## src/include/cssr_map.svh

```systemverilog
// register offsets, field positions, reset values and frame counts of the status and soft reset bank
`ifndef CSSR_MAP_SVH
`define CSSR_MAP_SVH

`define CSSR_ADDR_W           7
`define CSSR_DATA_W           16
`define CSSR_STATUS_ADDR      7'h02
`define CSSR_SRST_ADDR        7'h04
`define CSSR_STATUS_RST       16'h000f
`define CSSR_SRST_RST         16'h0000
`define CSSR_CORE_CNT         4
`define CSSR_FLAGS_RST        4'hf
`define CSSR_SRST_BIT         0
`define CSSR_HEAD_BITS        5'h08
`define CSSR_DATA_BITS        5'h10
`define CSSR_FRAME_BITS       5'h18

`endif

```

## src/include/cssr_pkg.sv

```systemverilog
// types shared by the status and soft reset bank
`default_nettype none
package cssr_pkg;

  typedef struct packed {
    logic        write;
    logic [6:0]  addr;
    logic [15:0] data;
  } cssr_frame_t;

  typedef enum logic [2:0] {
    CSSR_IDLE = 3'b001,
    CSSR_HEAD = 3'b010,
    CSSR_DATA = 3'b100
  } cssr_spi_state_t;

endpackage
`default_nettype wire

```

## src/hdl/cssr_spi_shift.sv

```systemverilog
// serial interface frame shifter: 8-bit header, 16-bit data, msb first
`timescale 1ns/1ps
`default_nettype none
`include "cssr_map.svh"

module cssr_spi_shift
  import cssr_pkg::*;
(
  input  wire logic        clk_sys,
  input  wire logic        rst_b,
  input  wire logic        spiSclk,
  input  wire logic        spiCsB,
  input  wire logic        spiMosi,
  input  wire logic [15:0] rdData,
  output logic      [6:0]  rdAddr,
  output logic             spiMiso,
  output logic             spiMisoOeB,
  output cssr_frame_t      frame,
  output logic             frameValid
);

  cssr_spi_state_t state_ff, nxt_state;
  logic        sclkPrev_ff;
  logic        csPrev_ff;
  logic [4:0]  bitCnt_ff;
  logic [7:0]  headShift_ff;
  logic [15:0] wrShift_ff;
  logic [15:0] rdShift_ff;
  logic        loadRd_ff;
  logic        miso_ff;
  logic        misoOeB_ff;
  cssr_frame_t frame_ff;
  logic        frameValid_ff;

  // sclk is sampled as a plain input; host keeps it well below clk_sys/4
  wire sclkRise   = spiSclk & ~sclkPrev_ff;
  wire sclkFall   = ~spiSclk & sclkPrev_ff;
  // a frame starts on a chip select fall; csPrev_ff resets high, so a reset mid-frame restarts the header at once
  wire csFall     = ~spiCsB & csPrev_ff;
  wire headDone   = (state_ff == CSSR_HEAD) & sclkRise & (bitCnt_ff == `CSSR_HEAD_BITS - 5'h01);
  wire frameDone  = (state_ff == CSSR_DATA) & sclkRise & (bitCnt_ff == `CSSR_FRAME_BITS - 5'h01);

  always_comb begin
    nxt_state = state_ff;
    unique case (state_ff)
      CSSR_IDLE: if (csFall) nxt_state = CSSR_HEAD;
      CSSR_HEAD: if (spiCsB) nxt_state = CSSR_IDLE; else if (headDone) nxt_state = CSSR_DATA;
      CSSR_DATA: if (spiCsB || frameDone) nxt_state = CSSR_IDLE;
      default:   nxt_state = CSSR_IDLE;
    endcase
  end

  always_ff @(posedge clk_sys) begin
    if (!rst_b) begin
      state_ff      <= CSSR_IDLE;
      sclkPrev_ff   <= 1'b0;
      csPrev_ff     <= 1'b1;
      bitCnt_ff     <= 5'h00;
      headShift_ff  <= 8'h00;
      wrShift_ff    <= 16'h0000;
      rdShift_ff    <= 16'h0000;
      loadRd_ff     <= 1'b0;
      miso_ff       <= 1'b0;
      misoOeB_ff    <= 1'b1;
      frame_ff      <= '0;
      frameValid_ff <= 1'b0;
    end else begin
      state_ff      <= nxt_state;
      sclkPrev_ff   <= spiSclk;
      csPrev_ff     <= spiCsB;
      loadRd_ff     <= headDone;
      frameValid_ff <= frameDone;
      misoOeB_ff    <= ~(state_ff == CSSR_DATA);
      if (csFall) bitCnt_ff <= 5'h00;
      else if (sclkRise) bitCnt_ff <= bitCnt_ff + 5'h01;
      if (sclkRise && state_ff == CSSR_HEAD) headShift_ff <= {headShift_ff[6:0], spiMosi};
      if (sclkRise && state_ff == CSSR_DATA) wrShift_ff <= {wrShift_ff[14:0], spiMosi};
      if (loadRd_ff) rdShift_ff <= rdData;
      else if (sclkFall && state_ff == CSSR_DATA) rdShift_ff <= {rdShift_ff[14:0], 1'b0};
      if (sclkFall && state_ff == CSSR_DATA) miso_ff <= rdShift_ff[15];
      if (frameDone) frame_ff <= '{write: headShift_ff[7], addr: headShift_ff[6:0],
                                   data: {wrShift_ff[14:0], spiMosi}};
    end
  end

  assign rdAddr     = headShift_ff[6:0];
  assign spiMiso    = miso_ff;
  assign spiMisoOeB = misoOeB_ff;
  assign frame      = frame_ff;
  assign frameValid = frameValid_ff;

endmodule
`default_nettype wire

```

## src/hdl/cssr_top.sv

```systemverilog
// core activity status and software reset registers behind the serial interface
`timescale 1ns/1ps
`default_nettype none
`include "cssr_map.svh"

// Behaviour
// read-only 16-bit status at 0x02, four bits
// bits 0-3 flag cores A-D active, default 1111
// reset trigger register at 0x04, zero does nothing
// writing one resets all configuration and flip-flops; swRstTrig_ff and cfgRstB_ff are reset only by the pin
// trigger clears itself; host need not write zero
module cssr_top
  import cssr_pkg::*;
#(
  parameter int CORES = `CSSR_CORE_CNT
)
(
  input  wire logic             clk_sys,
  input  wire logic             rst_b,
  input  wire logic             spiSclk,
  input  wire logic             spiCsB,
  input  wire logic             spiMosi,
  input  wire logic [CORES-1:0] coreStandbyReq,
  output logic                  spiMiso,
  output logic                  spiMisoOeB,
  output logic      [CORES-1:0] coreActive,
  output logic                  cfgRstB
);

  logic             swRstTrig_ff;
  logic [CORES-1:0] coreActive_ff;
  logic             cfgRstB_ff;
  logic [6:0]       rdAddr;
  cssr_frame_t      frame;
  logic             frameValid;

  function automatic logic hitAddr(input logic [6:0] a, input logic [6:0] reg_addr);
    hitAddr = (a == reg_addr);
  endfunction

  // the shifter and the core flags fall under the soft reset; the trigger and cfgRstB_ff do not
  wire localRstB   = rst_b & ~swRstTrig_ff;
  wire swRstWrite  = frameValid & frame.write & hitAddr(frame.addr, `CSSR_SRST_ADDR)
                     & frame.data[`CSSR_SRST_BIT];
  wire [15:0] statusWord = {{(16-CORES){1'b0}}, coreActive_ff};
  // the trigger is never seen as set: a read of the register returns the constant CSSR_SRST_RST
  wire        statusSel  = hitAddr(rdAddr, `CSSR_STATUS_ADDR);
  wire        srstSel    = hitAddr(rdAddr, `CSSR_SRST_ADDR);
  wire [15:0] rdData     = statusSel ? statusWord : srstSel ? `CSSR_SRST_RST : 16'h0000;

  cssr_spi_shift u_shift (
    .clk_sys    (clk_sys),
    .rst_b      (localRstB),
    .spiSclk    (spiSclk),
    .spiCsB     (spiCsB),
    .spiMosi    (spiMosi),
    .rdData     (rdData),
    .rdAddr     (rdAddr),
    .spiMiso    (spiMiso),
    .spiMisoOeB (spiMisoOeB),
    .frame      (frame),
    .frameValid (frameValid)
  );

  // trigger is reset only by the pin, so it always drops after one clock
  always_ff @(posedge clk_sys) begin
    if (!rst_b) swRstTrig_ff <= 1'b0;
    else        swRstTrig_ff <= swRstWrite;
  end

  // status writes are ignored; the register is read only
  always_ff @(posedge clk_sys) begin
    if (!localRstB) coreActive_ff <= `CSSR_FLAGS_RST;
    else            coreActive_ff <= ~coreStandbyReq;
  end

  // registered reset out to the other configuration registers of the device
  always_ff @(posedge clk_sys) begin
    if (!rst_b) cfgRstB_ff <= 1'b0;
    else        cfgRstB_ff <= ~swRstWrite;
  end

  assign coreActive = coreActive_ff;
  assign cfgRstB    = cfgRstB_ff;

  // each flag follows only its own core, so a swapped wire shows here
  for (genvar c = 0; c < CORES; c++) begin : g_core_chk

  end
endmodule
`default_nettype wire

```

## config.mk

```make
export PLATFORM = sky130hd
export DESIGN_NAME = cssr_top
export DESIGN_NICKNAME = d
export VERILOG_FILES = /design/src/include/cssr_pkg.sv /design/src/hdl/cssr_spi_shift.sv /design/src/hdl/cssr_top.sv
export VERILOG_INCLUDE_DIRS = /design/src /design/src/include
export SDC_FILE = /design/constraint.sdc
export NUM_CORES = 1
export LEC_CHECK = 0
export ABC_AREA = 1
export BUFFER_PORTS_ARGS = -buffer_cell sky130_fd_sc_hd__buf_2
export CORE_ASPECT_RATIO = 1.75
export CORE_MARGIN = 4
export CORE_UTILIZATION = 39
export DETAILED_ROUTE_END_ITERATION = 6
export SLEW_MARGIN = 20
export SYNTH_ARGS = -nofsm -noshare
export SYNTH_HDL_FRONTEND = slang
export SYNTH_SLANG_ARGS = --single-unit
```

## constraint.sdc

```tcl
create_clock -name clk_sys -period 1.3 [get_ports clk_sys]
set_input_delay 0.26 -clock clk_sys [delete_from_list [all_inputs] [get_ports clk_sys]]
set_output_delay 0.26 -clock clk_sys [all_outputs]
set_load 0.02 [all_outputs]
```

==> flow_summary_export.csv <==
group,metric,value,unit
grt,grt_pass1_wl,7350,um
synth,synthTopCellsByArea,"dfxtp_1 51%, nor2_1 6.6%, a21oi_1 6.0%, nand2_1 5.2%, o21ai_1 3.6%",
routing,antenna_left,0,
cts,cts_max_level,2,
flow_run,drv_cap,0,
cells_and_area,multi_input_area,956,um^2
critical_path,worstPathCellList,"ha_4 -> nand3_4 -> nor2_4 -> nand2_4 -> buf_4 -> o21ai_2 -> a21oi_2",
place,gp_congestion,0.784,
grt,busiest_layer,"met2",
sta,rsz0062_at_grt,"yes",
grt,use_met3,2.58,%
synth,syn-num-nets,263,
power,total_power,3.22,mW
place,dp_slack,0.00273,ns
critical_path,max_stage_delay,0.37,ns
synth,ys_types,27,
power,leakagePower,1.04,nW
cells_and_area,final_cell_area,2580,um^2
sta,slew_viol_final,0,
cells_and_area,drive_gt1_share,32.8,%
grt,grt-ovfl-total,0,
critical_path,arrival,1.45,ns
sta,tightestPinTransition,0.256,ns
floorplan,boundaryPins,16,
sta,layout_setup_ws,0.0464,ns
sta,skew,0.00557,ns
sta,period_minus_slack,1.25,ns
place,dp.cells,341,
routing,vias,1777,
place,dp_hpwl,3340,um
critical_path,cp.required,1.50,ns
hold_path,hold_class,"in2reg",
synth,netlist_area,2090,um^2
floorplan,row_count,35,
critical_path,slowest_stage,"dfxtp_2",
critical_path,path_class,"reg2reg",
outcome,status,"complete, no violations",
grt,grt_pass1_vias,1683,
sta,hold_ws,0.109,ns
routing,drc,0,
cells_and_area,diodes,0,
sta,clock.fmax,798,MHz
cts,cts.clk_slew.worst_paths,0.10,ns
grt,use_met1,14.3,%
grt,antenna_found_initial,0,
floorplan,die_w,63.3,um
cts,cts_made_buffers,5,
power,clkPwrFrac,28.4,%
critical_path,critPathLaunchType,"flip-flop",
power,intPower,2.31,mW
synth,ys_ff_latch,53,
synth,yosys_most_used_dff,"dfxtp_1",
cts,cts_tree,"done",
synth,avgSynthCellArea,8.26,um^2
cts,ctsLongestPathBuffers,2,
routing,drtIter0Drc,86,
routing,wirelength,4340,um
critical_path,end_kind,"flip-flop",
synth,yosysWarnings,0,
grt,grt_start_max_net_pins,17,
sta,fin_crit_sh,96.4,%
power,combPwrFrac,16.8,%
synth,synth_top_area_share,50.7,%
floorplan,coreArea,5260,um^2
routing,avgRoutedWirePerCell,12.4,um
routing,viasPerCell,5.06,
floorplan,die_y,105,um
synth,synth_edf_count,0,
cells_and_area,fillers,543,
cells_and_area,seq_area,1060,um^2
power,swShare,28.2,%
power,switching_power,909,uW
sta,relSlewSlack,82.8,%
synth,synthArstFlopShare,0,%
routing,firstDrtPassIters,6,
cells_and_area,layout.nets,305,
sta,setup-violations-final,0,
power,ir_worst_vdd,0.396,mV
cts,cts_root_buf,"clkbuf_8",
synth,yosys.area.top_type,"dfxtp_1",
cts,insertion_delay,0.30,ns
place,portBuffers,15,
synth,netlist_instances,253,
cts,clkSinkCount,53,
synth,seq_area_frac_synth,50.7,%
floorplan,start_util,39.8,%
cells_and_area,layout.cells.non_filler,351,
critical_path,crit_fanout,5,
cells_and_area,syn_to_final_growth,23.3,%
grt,use_met2,26.1,%
place,dpl_cell_area,2400,um^2
power,pwr-share-seq,54.8,%
floorplan,dieArea,6640,um^2
sta,finalHoldViolations,0,
grt,grtUsageTotal,13.7,%
power,powerDensity,1250,nW/um^2
kinds of logic after synthesis:
group | count (synthesis) | synth area share, %
buffers and inverters | 32 | 6.46
DFF | 53 | 50.7
and+or+nand+nor | 103 | 23.9
adders and majority gates | 1 | 0.598
AOI/OAI and AO/OA | 64 | 18.3
final timing paths:
kind                          startpoint                     end  slack (ns)  depth (start not counted)
setup / recovery    u_shift.bitCnt_ff[0]       u_shift.frame[22]        0.05                          7
setup reg to reg    u_shift.bitCnt_ff[0]       u_shift.frame[22]        0.05                          7
hold / removal         coreStandbyReq[1]           coreActive[1]        0.11                          2
hold reg to reg   u_shift.rdShift_ff[11]  u_shift.rdShift_ff[11]        0.46                          2
power groups by stage:
stage	clock (mW)	combinational [mW]	sequential [mW]
2_1_floorplan	0	0.329	1.81
3_3_place_gp	0	0.512	1.80
3_5_place_dp	0	0.511	1.80
4_1_cts	0.961	0.513	1.76
5_1_grt	1.01	0.621	1.78
6_report	0.914	0.543	1.77
cell type report:
type                            count  area share (%)
Clock buffer                        6            2.81
Multi-Input combinational cell    168            37.1
Inverter                           27            4.12
Clock inverter                      2           0.582
Timing Repair Buffer               40            11.5
Tap cell                           55            2.67
Sequential cell                    53            41.3
what timing repair did:
item                                    in CTS  in global routing
endpoints found under the hold margin        0                  0
endpoints found under the setup margin       1                 27
pin swaps                                    0                  3
gates cloned                                 0                  0
setup buffers                                0                  2
hold buffers                                 0                  0
resized for setup                            1                 19
flip-flops by register name, summed over array words and instances, names as in the netlist, 3 cells and up:
name,cells
coreActive,4
u_shift.bitCnt_ff,5
u_shift.state_ff,3
u_shift.headShift_ff,8
u_shift.frame,9
u_shift.rdShift_ff,16
metrics by stage:
stage               TNS, ns  util [%]
floorplan                 0         -
global placement          0      45.6
detailed placement        0      45.6
CTS                       0      47.3
global route         -0.103      49.1
finish                    0      49.1
worst max-delay path: cells and delay by family (launching register included):
kind                       cells  cell delay, ns
AOI/OAI and AO/OA              2            0.16
adders and majority gates      1            0.15
buffers and inverters          1            0.16
DFF                            1            0.37
and+or+nand+nor                3            0.31
synth_stat cells, types with 4 or more instances:
| cell type | count |
|---|---|
| nor2_4 | 4 |
| dfxtp_1 | 53 |
| inv_2 | 11 |
| o21ai_1 | 15 |
| nand3_1 | 14 |
| nor2_1 | 37 |
| nand2_2 | 5 |
| nand2_1 | 29 |
| a21oi_1 | 25 |
| o21ai_2 | 8 |
| inv_1 | 16 |
| o21ai_0 | 9 |
routing by layer:
metal	vias to the layer above	routed length [um]	share of wire [%]
li1	924	-	-
met5	-	0	0
met2	15	2420	56
met3	5	87	2.0
met4	0	57	1.3
met1	833	1770	41
cell usage in the layout (no fill, tap or decap), types with 5 or more instances in the layout:
master,Yosys,layout
dfxtp_1,53,50
nor2_1,37,34
nand2_1,29,28
a21oi_1,25,24
buf_4,1,21
inv_1,16,16
buf_2,3,15
nand3_1,14,14
o21ai_1,15,13
o21ai_2,8,10
inv_2,11,9
o21ai_0,9,9
nand2_2,5,5
clkbuf_8,0,5
No activity file was read; power rests on OpenSTA's default activity.
